<file path="config.mk">
export PLATFORM = sky130hd
export DESIGN_NAME = cts_charge_timers
export DESIGN_NICKNAME = d
export VERILOG_FILES = /design/src/cts_pkg.sv /design/src/cts_charge_timers.sv
export SDC_FILE = /design/constraint.sdc
export NUM_CORES = 1
export LEC_CHECK = 0
export ABC_AREA = 1
export BUFFER_PORTS_ARGS = -buffer_cell sky130_fd_sc_hd__buf_2
export CORE_ASPECT_RATIO = 0.8
export CORE_UTILIZATION = 56
export CTS_BUF_LIST = sky130_fd_sc_hd__clkbuf_2
export DETAILED_ROUTE_END_ITERATION = 12
export HOLD_SLACK_MARGIN = 0.12
export PLACE_DENSITY = 0.9
export SKIP_LAST_GASP = 1
export SLEW_MARGIN = 20
export SYNTH_ARGS = -nofsm -noshare
export SYNTH_HDL_FRONTEND = slang
export SYNTH_SLANG_ARGS = --single-unit
</file>
<file path="constraint.sdc">
create_clock -name clock -period 2.6 [get_ports clock]
set_clock_uncertainty 0.1 [all_clocks]
set_input_delay 0.52 -clock clock [delete_from_list [all_inputs] [get_ports clock]]
set_output_delay 0.52 -clock clock [all_outputs]
set_load 0.005 [all_outputs]
</file>
<file path="src/cts_pkg.sv">
/*
  Shared constants for the charge termination and safety timer block.
  Assumes a 200 MHz clock and a one second timer tick.
*/
package cts_pkg;
  localparam logic [3:0] CTS_OFS_CTRL = 4'h0;
  localparam logic [3:0] CTS_OFS_STATUS = 4'h4;
  localparam logic [3:0] CTS_OFS_FLAGS = 4'h8;
  localparam int CTS_CTRL_W = 14;
  localparam int CB_ALLOW = 0;
  localparam int CB_TERM = 1;
  localparam int CB_TOPOFF = 2;
  localparam int CB_HALF = 3;
  localparam int CB_TRK_EN = 4;
  localparam int CB_PRE_EN = 5;
  localparam int CB_FAST_EN = 6;
  localparam int CB_MASK = 7;
  localparam int CB_PRE_DUR = 8;
  localparam int CB_FAST_LO = 9;
  localparam int CB_TOP_LO = 11;
  localparam int CB_REG_RST = 13;
  localparam logic [13:0] CTS_CTRL_RESET = 14'h047b;
  localparam longint CTS_CLK_HZ = 200_000_000;
  localparam longint CTS_TICK_S = 1;
  localparam int CTS_TICK_CYCLES = int'(CTS_TICK_S * CTS_CLK_HZ);
  localparam int CTS_CNT_W = 17;
  localparam logic [16:0] CTS_TRICKLE_S = 17'd3600;
  localparam logic [16:0] CTS_PRE_LONG_S = 17'd7200;
  localparam logic [16:0] CTS_PRE_SHORT_S = 17'd1800;
  localparam logic [16:0] CTS_FAST_S0 = 17'd18000;
  localparam logic [16:0] CTS_FAST_S1 = 17'd28800;
  localparam logic [16:0] CTS_FAST_S2 = 17'd43200;
  localparam logic [16:0] CTS_FAST_S3 = 17'd86400;
  localparam logic [16:0] CTS_TOP_STEP_S = 17'd900;
  localparam logic [2:0] PH_IDLE = 3'h0;
  localparam logic [2:0] PH_TRICKLE = 3'h1;
  localparam logic [2:0] PH_PRE = 3'h2;
  localparam logic [2:0] PH_FAST = 3'h3;
  localparam logic [2:0] PH_CV = 3'h4;
  localparam logic [2:0] PH_TOPOFF = 3'h6;
  localparam logic [2:0] PH_DONE = 3'h7;
  typedef enum logic [2:0] {
    ST_IDLE = 3'b000,
    ST_TRICKLE = 3'b001,
    ST_PRE = 3'b011,
    ST_FAST = 3'b010,
    ST_CV = 3'b110,
    ST_TOPOFF = 3'b111,
    ST_DONE = 3'b101
  } cts_state_t;
endpackage

</file>
<file path="src/cts_charge_timers.sv">
/*
  Charge termination, top-off timer and three safety timers with an
  Avalon-MM register slave. Analog condition inputs are asynchronous
  and are synchronised here; the bus runs on the same clock.
*/
// Contract
// - Terminate only at high voltage, CV, low current
// - After termination battery switch off, supplement re-enables
// - Termination sets code 111 and pulses interrupt
// - Regulation loops suppress termination
// - Termination enable clear defers after termination
// - Top-off keeps CV charging until time expires
// - Top-off timer follows safety suspend and half rate
// - Top-off shows 110, expiry gives 111 and interrupt
// - Top-off clears on enable, termination, register reset
// - Top-off duration captured at termination
// - Top-off starts only after real termination
// - Top-off start/expiry pulse; mask hides charge pulses
// - Fast timer expiry sets fault flag, interrupt
// - Trickle 1h, pre 2h/0.5h, fast default 12h
// - Timer enable bits; re-enable restarts from zero
// - Each stage starts its own safety timer
// - Regulation with half-rate enable halves timer speed
// - Half rate persists until regulation ends
// - Faults freeze timers, ignore half rate
// - Pre and trickle timers share fast rules
// - Fast timer reset events
// - Pre and trickle timer reset events
// - Three-bit phase code encoding
`timescale 1ns/1ps
module cts_charge_timers #(
  parameter int TICK_CYCLES = cts_pkg::CTS_TICK_CYCLES
) (
  input wire logic clock,
  input wire logic reset_n,
  input wire logic clk_en,
  input wire logic [3:0] avs_address,
  input wire logic avs_read,
  input wire logic avs_write,
  input wire logic [31:0] avs_writedata,
  input wire logic [3:0] avs_byteenable,
  output logic [31:0] avs_readdata,
  output logic avs_waitrequest,
  input wire logic vbat_above_recharge,
  input wire logic cv_regulation,
  input wire logic current_below_term,
  input wire logic input_current_limit_regulation,
  input wire logic input_voltage_limit_regulation,
  input wire logic thermal_regulation,
  input wire logic [1:0] battery_stage,
  input wire logic charge_disable_n,
  input wire logic charge_fault,
  input wire logic supplement_request,
  output logic [2:0] charge_phase_code,
  output logic battery_switch,
  output logic fast_timer_expired_flag,
  output logic int_pulse
);
  import cts_pkg::*;

  function automatic cts_state_t stage_state(input logic [1:0] s);
    if (s == 2'b00) begin
      return ST_TRICKLE;
    end else if (s == 2'b01) begin
      return ST_PRE;
    end
    return ST_FAST;
  endfunction

  function automatic logic [16:0] fast_limit(input logic [1:0] s);
    case (s)
      2'b00: return CTS_FAST_S0;
      2'b01: return CTS_FAST_S1;
      2'b10: return CTS_FAST_S2;
      default: return CTS_FAST_S3;
    endcase
  endfunction

  // Pin inputs, two flops each
  logic [10:0] sync1_reg;
  logic [10:0] sync2_reg;
  wire [10:0] pins = {supplement_request, charge_fault, charge_disable_n,
    battery_stage, thermal_regulation, input_voltage_limit_regulation,
    input_current_limit_regulation, current_below_term, cv_regulation,
    vbat_above_recharge};
  wire s_above = sync2_reg[0];
  wire s_cv = sync2_reg[1];
  wire s_below = sync2_reg[2];
  wire s_reg_any = |sync2_reg[5:3];
  wire [1:0] s_stage = sync2_reg[7:6];
  wire s_ce_n = sync2_reg[8];
  wire s_fault = sync2_reg[9];
  wire s_supp = sync2_reg[10];

  always_ff @(posedge clock or negedge reset_n) begin
    if (!reset_n) begin
      sync1_reg <= '0;
      sync2_reg <= '0;
    end else if (clk_en) begin
      sync1_reg <= pins;
      sync2_reg <= sync1_reg;
    end
  end

  // Bus slave: one wait cycle, then answer
  logic ack_reg;
  logic [31:0] rdata_reg;
  logic [13:0] ctrl_reg;
  logic [2:0] flag_reg;
  wire req = avs_read | avs_write;
  wire take = req & ack_reg;
  wire wr_ctrl = take & avs_write & (avs_address == CTS_OFS_CTRL);
  wire wr_flags = take & avs_write & (avs_address == CTS_OFS_FLAGS);
  wire [31:0] be_mask = {{8{avs_byteenable[3]}}, {8{avs_byteenable[2]}},
    {8{avs_byteenable[1]}}, {8{avs_byteenable[0]}}};
  wire [13:0] ctrl_wr = (ctrl_reg & ~be_mask[13:0]) |
    (avs_writedata[13:0] & be_mask[13:0]);
  wire reg_rst = wr_ctrl & ctrl_wr[CB_REG_RST];
  wire [2:0] flag_clr = wr_flags ? (avs_writedata[2:0] & be_mask[2:0]) : 3'h0;

  assign avs_waitrequest = ~ack_reg;
  assign avs_readdata = rdata_reg;

  wire c_allow = ctrl_reg[CB_ALLOW];
  wire c_term = ctrl_reg[CB_TERM];
  wire c_topoff = ctrl_reg[CB_TOPOFF];
  wire c_half = ctrl_reg[CB_HALF];
  wire [2:0] c_tmr_en = ctrl_reg[CB_FAST_EN:CB_TRK_EN];
  wire c_mask = ctrl_reg[CB_MASK];
  wire c_pre_dur = ctrl_reg[CB_PRE_DUR];
  wire [1:0] c_fast = ctrl_reg[CB_FAST_LO+1:CB_FAST_LO];
  wire [1:0] c_top = ctrl_reg[CB_TOP_LO+1:CB_TOP_LO];

  // Core state
  cts_state_t st_reg;
  cts_state_t st_next;
  logic half_active_reg;
  logic half_phase_reg;
  logic term_en_reg;
  logic topoff_en_reg;
  logic [1:0] top_set_reg;
  logic [16:0] top_cnt_reg;
  logic [1:0] stage_prev_reg;
  logic [1:0] fast_set_prev_reg;
  logic pre_set_prev_reg;
  logic [2:0] en_prev_reg;
  logic [2:0] phase_prev_reg;
  logic int_reg;
  logic [31:0] tick_cnt_reg;
  logic tick_reg;

  wire [2:0] status_ph;
  wire [31:0] status_word = {23'h0, st_reg == ST_TOPOFF, term_en_reg,
    half_active_reg, battery_switch, 2'b00, status_ph};
  wire [31:0] rd_mux = (avs_address == CTS_OFS_CTRL) ? {18'h0, ctrl_reg} :
    (avs_address == CTS_OFS_STATUS) ? status_word :
    (avs_address == CTS_OFS_FLAGS) ? {29'h0, flag_reg} : 32'h0;

  always_ff @(posedge clock or negedge reset_n) begin
    if (!reset_n) begin
      ack_reg <= 1'b0;
      rdata_reg <= 32'h0000_0000;
    end else if (clk_en) begin
      ack_reg <= req & ~ack_reg;
      if (req & ~ack_reg) begin
        rdata_reg <= rd_mux;
      end
    end
  end

  // Register reset request restores defaults, top-off off
  always_ff @(posedge clock or negedge reset_n) begin
    if (!reset_n) begin
      ctrl_reg <= CTS_CTRL_RESET;
    end else if (clk_en) begin
      if (reg_rst) begin
        ctrl_reg <= CTS_CTRL_RESET;
      end else if (wr_ctrl) begin
        ctrl_reg <= ctrl_wr;
      end
    end
  end

  // Common timebase
  wire tick_wrap = tick_cnt_reg == 32'(TICK_CYCLES - 1);
  always_ff @(posedge clock or negedge reset_n) begin
    if (!reset_n) begin
      tick_cnt_reg <= 32'h0000_0000;
      tick_reg <= 1'b0;
    end else if (clk_en) begin
      tick_cnt_reg <= tick_wrap ? 32'h0000_0000 : tick_cnt_reg + 32'h0000_0001;
      tick_reg <= tick_wrap;
    end
  end

  // Half rate: latched on entry, held until regulation ends
  wire half_next = s_reg_any & (half_active_reg | c_half);
  wire adv = tick_reg & ~s_fault & (~half_active_reg | half_phase_reg);

  always_ff @(posedge clock or negedge reset_n) begin
    if (!reset_n) begin
      half_active_reg <= 1'b0;
      half_phase_reg <= 1'b0;
    end else if (clk_en && !s_fault) begin
      half_active_reg <= half_next;
      if (tick_reg) begin
        half_phase_reg <= ~half_phase_reg;
      end
    end
  end

  // Cycle control
  wire chg_on = c_allow & s_ce_n;
  wire charging = (st_reg == ST_TRICKLE) | (st_reg == ST_PRE) |
    (st_reg == ST_FAST) | (st_reg == ST_CV);
  wire any_flag = |flag_reg;
  wire start = chg_on & ~any_flag &
    ((st_reg == ST_IDLE) | ((st_reg == ST_DONE) & ~s_above));
  wire term_ok = s_above & s_cv & s_below & ~s_reg_any & term_en_reg;
  wire [16:0] top_lim = CTS_TOP_STEP_S * 17'({15'h0, top_set_reg} + 17'd1);
  wire top_exp = (st_reg == ST_TOPOFF) & (top_cnt_reg >= top_lim);
  wire [2:0] tmr_exp;
  wire stg_chg = charging & (s_stage != stage_prev_reg);
  wire tp_chg = stg_chg & ~s_stage[1] & ~stage_prev_reg[1];
  wire pf_chg = stg_chg & (s_stage[1] ^ stage_prev_reg[1]) &
    ((s_stage == 2'b01) | (stage_prev_reg == 2'b01));

  always_comb begin
    st_next = st_reg;
    case (st_reg)
      ST_IDLE: begin
        if (start) begin
          st_next = stage_state(s_stage);
        end
      end
      ST_TRICKLE, ST_PRE, ST_FAST, ST_CV: begin
        if (!chg_on || (|tmr_exp)) begin
          st_next = ST_IDLE;
        end else if (st_reg == ST_CV && term_ok) begin
          st_next = topoff_en_reg ? ST_TOPOFF : ST_DONE;
        end else if (stg_chg) begin
          st_next = stage_state(s_stage);
        end else if (st_reg == ST_FAST && s_cv) begin
          st_next = ST_CV;
        end else if (st_reg == ST_CV && !s_cv) begin
          st_next = ST_FAST;
        end
      end
      ST_TOPOFF: begin
        if (!chg_on) begin
          st_next = ST_IDLE;
        end else if (top_exp) begin
          st_next = ST_DONE;
        end
      end
      ST_DONE: begin
        if (!chg_on) begin
          st_next = ST_IDLE;
        end else if (start) begin
          st_next = stage_state(s_stage);
        end
      end
      default: st_next = ST_IDLE;
    endcase
  end

  wire term_hit = (st_reg == ST_CV) & (st_next != ST_CV) &
    (st_next != ST_FAST) & (st_next != ST_IDLE);

  always_ff @(posedge clock or negedge reset_n) begin
    if (!reset_n) begin
      st_reg <= ST_IDLE;
      stage_prev_reg <= 2'b00;
    end else if (clk_en) begin
      st_reg <= st_next;
      stage_prev_reg <= s_stage;
    end
  end

  // Termination enable: clear defers once terminated
  always_ff @(posedge clock or negedge reset_n) begin
    if (!reset_n) begin
      term_en_reg <= 1'b1;
    end else if (clk_en) begin
      if (start || c_term) begin
        term_en_reg <= c_term;
      end else if (st_reg != ST_TOPOFF && st_reg != ST_DONE) begin
        term_en_reg <= 1'b0;
      end
    end
  end

  // Top-off enable captured on cycle start and termination, duration only at termination
  always_ff @(posedge clock or negedge reset_n) begin
    if (!reset_n) begin
      topoff_en_reg <= 1'b0;
      top_set_reg <= 2'b00;
      top_cnt_reg <= 17'h0_0000;
    end else if (clk_en) begin
      if (reg_rst) begin
        topoff_en_reg <= 1'b0;
        top_cnt_reg <= 17'h0_0000;
      end else if (start || term_hit) begin
        topoff_en_reg <= c_topoff;
        top_cnt_reg <= 17'h0_0000;
        if (term_hit) begin
          top_set_reg <= c_top;
        end
      end else if (st_reg == ST_TOPOFF && adv && !top_exp) begin
        top_cnt_reg <= top_cnt_reg + 17'h0_0001;
      end
    end
  end

  // Safety timers: 0 trickle, 1 pre-charge, 2 fast
  wire [2:0] tmr_run = {(st_reg == ST_FAST) | (st_reg == ST_CV),
    st_reg == ST_PRE, st_reg == ST_TRICKLE};
  wire [16:0] tmr_lim [3];
  assign tmr_lim[0] = CTS_TRICKLE_S;
  assign tmr_lim[1] = c_pre_dur ? CTS_PRE_SHORT_S : CTS_PRE_LONG_S;
  assign tmr_lim[2] = fast_limit(c_fast);
  wire [2:0] tmr_clr;
  assign tmr_clr[0] = start | tp_chg;
  assign tmr_clr[1] = start | tp_chg | pf_chg |
    (c_pre_dur != pre_set_prev_reg);
  assign tmr_clr[2] = start | pf_chg | (c_fast != fast_set_prev_reg);
  wire [2:0] en_rise = c_tmr_en & ~en_prev_reg;

  genvar gi;
  generate
    for (gi = 0; gi < 3; gi++) begin : g_tmr
      logic [16:0] cnt_reg;
      assign tmr_exp[gi] = tmr_run[gi] & c_tmr_en[gi] &
        (cnt_reg >= tmr_lim[gi]);
      always_ff @(posedge clock or negedge reset_n) begin
        if (!reset_n) begin
          cnt_reg <= 17'h0_0000;
        end else if (clk_en) begin
          if (tmr_clr[gi] || en_rise[gi]) begin
            cnt_reg <= 17'h0_0000;
          end else if (tmr_run[gi] && c_tmr_en[gi] && adv) begin
            cnt_reg <= cnt_reg + 17'h0_0001;
          end
        end
      end
    end
  endgenerate

  // Sticky expiry flags; set beats a same-cycle clear
  always_ff @(posedge clock or negedge reset_n) begin
    if (!reset_n) begin
      flag_reg <= 3'h0;
      en_prev_reg <= 3'h0;
      fast_set_prev_reg <= 2'b10;
      pre_set_prev_reg <= 1'b0;
    end else if (clk_en) begin
      flag_reg <= tmr_exp | (flag_reg & ~flag_clr);
      en_prev_reg <= c_tmr_en;
      fast_set_prev_reg <= c_fast;
      pre_set_prev_reg <= c_pre_dur;
    end
  end

  // Phase code and interrupt
  assign status_ph = (st_reg == ST_TRICKLE) ? PH_TRICKLE :
    (st_reg == ST_PRE) ? PH_PRE :
    (st_reg == ST_FAST) ? PH_FAST :
    (st_reg == ST_CV) ? PH_CV :
    (st_reg == ST_TOPOFF) ? PH_TOPOFF :
    (st_reg == ST_DONE) ? PH_DONE : PH_IDLE;
  // Charge pulses come from code changes, so top-off start is one too
  wire ph_evt = (status_ph != phase_prev_reg) & ~c_mask;
  wire fast_evt = tmr_exp[2] & ~flag_reg[2];

  always_ff @(posedge clock or negedge reset_n) begin
    if (!reset_n) begin
      phase_prev_reg <= PH_IDLE;
      int_reg <= 1'b0;
    end else if (clk_en) begin
      phase_prev_reg <= status_ph;
      // Back-to-back events merge, so the pulse never runs two cycles
      int_reg <= (ph_evt | fast_evt) & ~int_reg;
    end
  end

  // Battery switch off after termination unless supplementing
  assign battery_switch = charging | (st_reg == ST_TOPOFF) | s_supp;
  assign charge_phase_code = phase_prev_reg;
  assign fast_timer_expired_flag = flag_reg[2];
  assign int_pulse = int_reg;
endmodule

</file>
==> results of run 1 <==
-- repair_timing --
item	in CTS	in global routing
pin swaps	26	27
endpoints found under the setup margin	22	41
setup buffers	13	13
resized for setup	76	46
hold buffers	57	0
gates cloned	0	1
hold endpoints to repair	217	0
-- synth_stat cells, types with 5 or more instances --
| cell type | instances | area [um^2] |
|---|---|---|
| nand2_1 | 315 | 1180 |
| inv_1 | 171 | 642 |
| dfrtp_1 | 167 | 4180 |
| nor2_1 | 102 | 383 |
| o21ai_0 | 85 | 425 |
| nand3_1 | 83 | 415 |
| nor3_1 | 47 | 235 |
| ha_1 | 45 | 563 |
| nand4_1 | 43 | 269 |
| a21oi_1 | 42 | 210 |
| xor2_1 | 35 | 307 |
| o31ai_1 | 26 | 195 |
| buf_4 | 21 | 158 |
| nor4_1 | 17 | 106 |
| clkbuf_1 | 12 | 45.0 |
| o21ai_1 | 11 | 55.1 |
| and3_1 | 10 | 62.6 |
| inv_2 | 10 | 37.5 |
| xnor2_1 | 10 | 87.6 |
| dfstp_2 | 9 | 236 |
| o22ai_1 | 8 | 50.1 |
| buf_2 | 7 | 35.0 |
| nand2_2 | 7 | 43.8 |
| or2_2 | 6 | 37.5 |
| nand3b_1 | 5 | 37.5 |
-- routing by layer --
layer / vias up / GRT usage (%) / part of all wire [%]
li1: 4773 / - / -
met1: 4851 / 39.8 / 40
met2: 612 / 50.6 / 47
met3: 133 / 7.76 / 9.0
met4: 0 / 13.6 / 3.9
met5: - / 0 / 0
-- layout make-up --
class	count	area [um^2]	area share, %
Tap cell	230	288	2.27
Antenna cell	1	2.50	0.0197
Timing Repair Buffer	178	1430	11.2
Inverter	181	697	5.49
Clock buffer	19	95.1	0.750
Multi-Input combinational cell	962	5590	44.1
Sequential cell	176	4420	34.9
Clock inverter	13	161	1.27
-- worst max path at each step --
stage | start | slack, ns | cells past startpoint | endpoint
after floorplan | top_set_reg[0] | 0.02 | 15 | top_cnt_reg[11]
after global placement | top_set_reg[0] | -0.19 | 16 | top_cnt_reg[11]
after detailed placement | top_set_reg[0] | -0.32 | 16 | top_cnt_reg[11]
after CTS | top_set_reg[0] | -0.12 | 17 | top_cnt_reg[11]
after global routing | ctrl_reg[10] | -0.47 | 18 | top_set_reg[1]
final | ctrl_reg[10] | -0.39 | 18 | top_set_reg[0]
-- logic make-up (layout without fill, tap and decap cells) --
| family | count (synthesis) | after routing | share of synthesized area [%] |
|---|---|---|---|
| other | 1 | 19 | 0.0359 |
| adder cells (fa/ha/maj) | 45 | 45 | 5.40 |
| AO/OA/AOI/OAI | 202 | 202 | 11.5 |
| flip-flops | 176 | 176 | 42.3 |
| XOR/XNOR | 45 | 45 | 3.78 |
| buffers and inverters | 225 | 391 | 8.93 |
| AND/OR/NAND/NOR | 651 | 652 | 28.1 |
-- power breakdown --
group | internal [W] | total [W] | switching, W
sequential | 0.00302 | 0.00329 | 0.000266
combinational | 0.000690 | 0.00176 | 0.00107
clock | 0.000550 | 0.00159 | 0.00104
-- worst max-delay path: cells and delay by family (launching register included) --
family	cells	cell delay [ns]
buffers and inverters	4	0.36
flip-flops	1	0.65
adder cells (fa/ha/maj)	2	0.38
AND/OR/NAND/NOR	10	1.17
AO/OA/AOI/OAI	2	0.22
-- stage by stage --
stage / total power, W / cells
after floorplan: 0.00420 / 1362
after global placement: 0.00462 / 1648
after detailed placement: 0.00469 / 1648
after CTS: 0.00643 / 1748
after global routing: 0.00695 / 1760
final: 0.00664 / 1760
==> results.yml, run 1 <==
worst_hold_path:
  worstHoldStart: "avs_address[0]"
  hp-class: "primary input to flip-flop"
  hold_end: "avs_readdata[5]"
  worstHoldPathCells: 6
status:
  violations: "setup timing"
  status: "complete, but fails checks"
worst_setup_path:
  cp_cell_sequence: "buf_6, ha_4, inv_4, ha_4, nand2_2, inv_2, nand2_1, nand2_1, a21oi_2, nand3_2, nand2_2, nand4_1, nand2_2, nand2_4, buf_6, nor3_4, nand2_1, o21ai_1"
  cpPeakStageDelay_ns: 0.65
  crit_path_top_delay_cell: "dfstp_2"
  r2r_end: "top_set_reg[0]"
  ff2ff_setup_slack_ns: -0.39
  regToRegStartpoint: "ctrl_reg[10]"
  start_kind: "flip-flop"
  critPathCaptureType: "flip-flop"
  r2r_cells: 18
  critPathKind: "flip-flop to flip-flop"
  critPathMaxFanout: 4
  cp_data_arrival_time_ns: 3.64
  required_ns: 3.25
cells_and_area:
  area.growth.synth_to_final_pct: 21.5
  layout_commonest_cell: "nand2_1"
  final_cell_area_mm2: 0.0127
  final_cell_mix: "298 x nand2_1, 163 x dfrtp_1, 156 x inv_1, 99 x nor2_1, 79 x o21ai_0"
  largest_reg_flops: 51
  drive_gt1_share_pct: 18.3
  fin_nets: 1617
  fillers: 1285
  utilization_pct: 69.8
job:
  drv_cap: 0
global_routing:
  grt_max_degree: 68
  grt_pass1_vias: 9747
  grt_usage_pct: 31.1
  antenna_found_initial: 1
  overflow: 0
  grt_pass1_wl_um: 46600
detailed_routing:
  vias_per_cell: 5.89
  wirelength_um: 30400
  postRouteAntennaNets: 0
  drt-pass1-iter-count: 9
  drc: 0
  routedWlPerCell_um: 17.3
  vias: 10369
  drtIter0Drc: 1284
floorplanning:
  ios: 95
  die_y_um: 124
  die_w_um: 155
  die-area_mm2: 0.0192
  start_util_pct: 57.4
  rows: 44
  core-area_mm2: 0.0182
pwr:
  leakage_nw: 6.04
  ir_worst_vdd_mv: 0.332
  power_density_mw_per_mm2: 523
cts:
  cts_sinks: 176
  cts_root_buf: "clkbuf_2"
  clkLatencyLatePin_ns: 0.84
  numCtsBuffers: 17
  clk_pin_slew_ns: 0.31
  cts_max_level: 4
  cts_tree: "done"
  clk_path_buf_depth: 2
placed_design:
  dpl-instance-area_mm2: 0.0112
  io_buffers: 56
  dp_slack_ns: -0.324
  place_congestion: 0.921
  place_hpwl_um: 18600
timing:
  setup_viol_count_final: 33
  hold_violations: 0
  min_period_over_period_pct: 115
  layout_min_cycle_time_ns: 2.99
  fin_setup_tns_ns: -6.71
  fmax_mhz: 335
  fin_ws_ns: -0.387
  relSlewSlack_pct: 54.0
  hold_ws_ns: 0.137
  rsz0062_at_grt: "yes"
  tightest_slew_ns: 0.683
  finalMaxSlewViolations: 0
synthesis:
  yosys_warnings: 0
  avgSynthCellArea_um2: 7.76
  postSynthCellCount: 1345
  synth_cell_types: 51
  ys_seq_area_share_pct: 42.3
  synth_edf_count: 0
  syn_area_mm2: 0.0104
  ys.flop_type: "dfrtp_1"
  postSynth.asyncResetShare_pct: 100
  ys_ff_latch: 176
(Power assumes the default switching activity.)
==> run 2, diff against run 1 <==
- CORE_UTILIZATION: 56 -> 61
- PLACE_DENSITY: 0.9 -> 0.93
- clock period: 2.6 -> 3.8 ns (I/O delays scaled with it)
==> results.yml, run 2 (same netlist as run 1, synthesis figures left out) <==
status:
  status: "complete, no violations"
floorplanning:
  core-area_mm2: 0.0167
  die_y_um: 119
  die-area_mm2: 0.0176
  die_w_um: 148
  ios: 95
  rows: 42
  start_util_pct: 62.6
timing:
  min_period_over_period_pct: 83.7
  setup_viol_count_final: 0
  rsz0062_at_grt: "no"
  relSlewSlack_pct: 52.0
  tightest_slew_ns: 0.720
  fin_setup_tns_ns: 0
  layout_min_cycle_time_ns: 3.18
  finalMaxSlewViolations: 0
  fmax_mhz: 314
  hold_violations: 0
cts:
  numCtsBuffers: 17
  clk_pin_slew_ns: 0.27
  cts_tree: "done"
  cts_max_level: 4
  cts_resized: 0
  holdBufCountCts: 16
  clk_path_buf_depth: 2
  clkLatencyLatePin_ns: 0.79
  cts_root_buf: "clkbuf_2"
  cts_setup_buffers: 0
  cts_sinks: 176
worst_hold_path:
  hp-class: "primary input to flip-flop"
  worstHoldStart: "avs_writedata[12]"
  worstHoldPathCells: 3
  hold_end: "ctrl_reg[12]"
cells_and_area:
  final_cell_mix: "315 x nand2_1, 171 x inv_1, 167 x dfrtp_1, 102 x nor2_1, 85 x o21ai_0"
  diodes: 0
  final_cell_area_mm2: 0.0113
  largest_reg_flops: 51
  area.growth.synth_to_final_pct: 8.46
  fin_nets: 1519
  drive_gt1_share_pct: 10.5
  layout_commonest_cell: "nand2_1"
worst_setup_path:
  start_kind: "flip-flop"
  critPathKind: "flip-flop to flip-flop"
  cpPeakStageDelay_ns: 0.52
  critPathMaxFanout: 8
  path_delay_family: "simple AND/OR/NAND/NOR gates"
  r2r_end: "top_cnt_reg[12]"
  cp_data_arrival_time_ns: 3.83
  regToRegStartpoint: "top_set_reg[0]"
  r2r_cells: 15
  crit_path_top_delay_cell: "dfrtp_1"
  cp_cell_sequence: "inv_1, ha_1, inv_1, ha_1, a211oi_1, ha_1, inv_1, o21bai_1, nor4_1, nand2_1, a21oi_2, nand2_2, nor2_2, nand3_1, nand2_1"
  required_ns: 4.45
  ff2ff_setup_slack_ns: 0.62
  critPathCaptureType: "flip-flop"
  worst-path-buf-inv: 3
placed_design:
  place_congestion: 0.925
  place_hpwl_um: 18400
  dpl-instance-area_mm2: 0.0109
  io_buffers: 56
detailed_routing:
  vias_per_cell: 5.72
  postRouteAntennaNets: 0
  drt-pass1-iter-count: 7
  wirelength_um: 24900
  vias: 9448
  drtIter0Drc: 847
  routedWlPerCell_um: 15.1
  drc: 0
global_routing:
  grt_pass1_vias: 8725
  grt_usage_pct: 29.4
  grt_max_degree: 68
  overflow: 0
  antenna_found_initial: 0
  grt_pass1_wl_um: 41200
pwr:
  ir_worst_vdd_mv: 0.344
  leakage_nw: 5.50
  power_density_mw_per_mm2: 374
  finalPower_w: 0.00423
job:
  drv_cap: 0
-- run 2: report_power, final --
| part | internal (W) | leakage (nW) | switching, W |
|---|---|---|---|
| clock network | 0.000379 | 0.165 | 0.000698 |
| logic | 0.000311 | 3.07 | 0.000583 |
| registers | 0.00207 | 2.26 | 0.000188 |
| total | 0.00276 | 5.50 | 0.00147 |
-- run 2: final cells by class --
class	instances	area, um^2
Clock buffer	17	85.1
Fill cell	1304	5340
Inverter	181	679
Timing Repair Buffer	81	529
Sequential cell	176	4420
Multi-Input combinational cell	961	5150
Tap cell	220	275
Clock inverter	15	183
-- run 2: worst max-delay path by stage --
stage	from	to	slack [ns]	cells past startpoint
after floorplan	top_set_reg[0]	top_cnt_reg[11]	1.22	15
after global placement	top_set_reg[0]	top_cnt_reg[12]	0.83	15
after detailed placement	top_set_reg[0]	top_cnt_reg[12]	0.67	15
after CTS	top_set_reg[0]	top_cnt_reg[12]	0.61	15
after global routing	top_set_reg[0]	top_cnt_reg[12]	0.30	15
final	top_set_reg[0]	top_cnt_reg[12]	0.62	15
-- run 2: per-layer routing --
metal,vias to the layer above,GRT usage (%),wire length (um)
li1,4575,-,-
met1,4405,40.9,11000
met2,415,45.7,11300
met3,53,6.55,2110
met4,0,9.79,509
met5,-,0,0
-- run 2: worst reg2reg max path: stages (launching register included) --
cell and delay [ns]:
dfrtp_1 0.52, inv_1 0.19, ha_1 0.20, inv_1 0.05
ha_1 0.18, a211oi_1 0.28, ha_1 0.28, inv_1 0.13
o21bai_1 0.08, nor4_1 0.19, nand2_1 0.10, a21oi_2 0.19
nand2_2 0.15, nor2_2 0.33, nand3_1 0.12, nand2_1 0.08
-- run 2: per-stage QoR --
stage	setup slack (ns)	utilization, %	hold slack [ns]	instances
floorplan	1.22	-	0.342	1362
global placement	0.830	65.3	0.356	1602
detailed placement	0.666	65.3	0.364	1602
CTS	0.615	67.9	0.133	1650
global route	0.305	68.0	0.121	1651
finish	0.620	68.0	0.175	1651
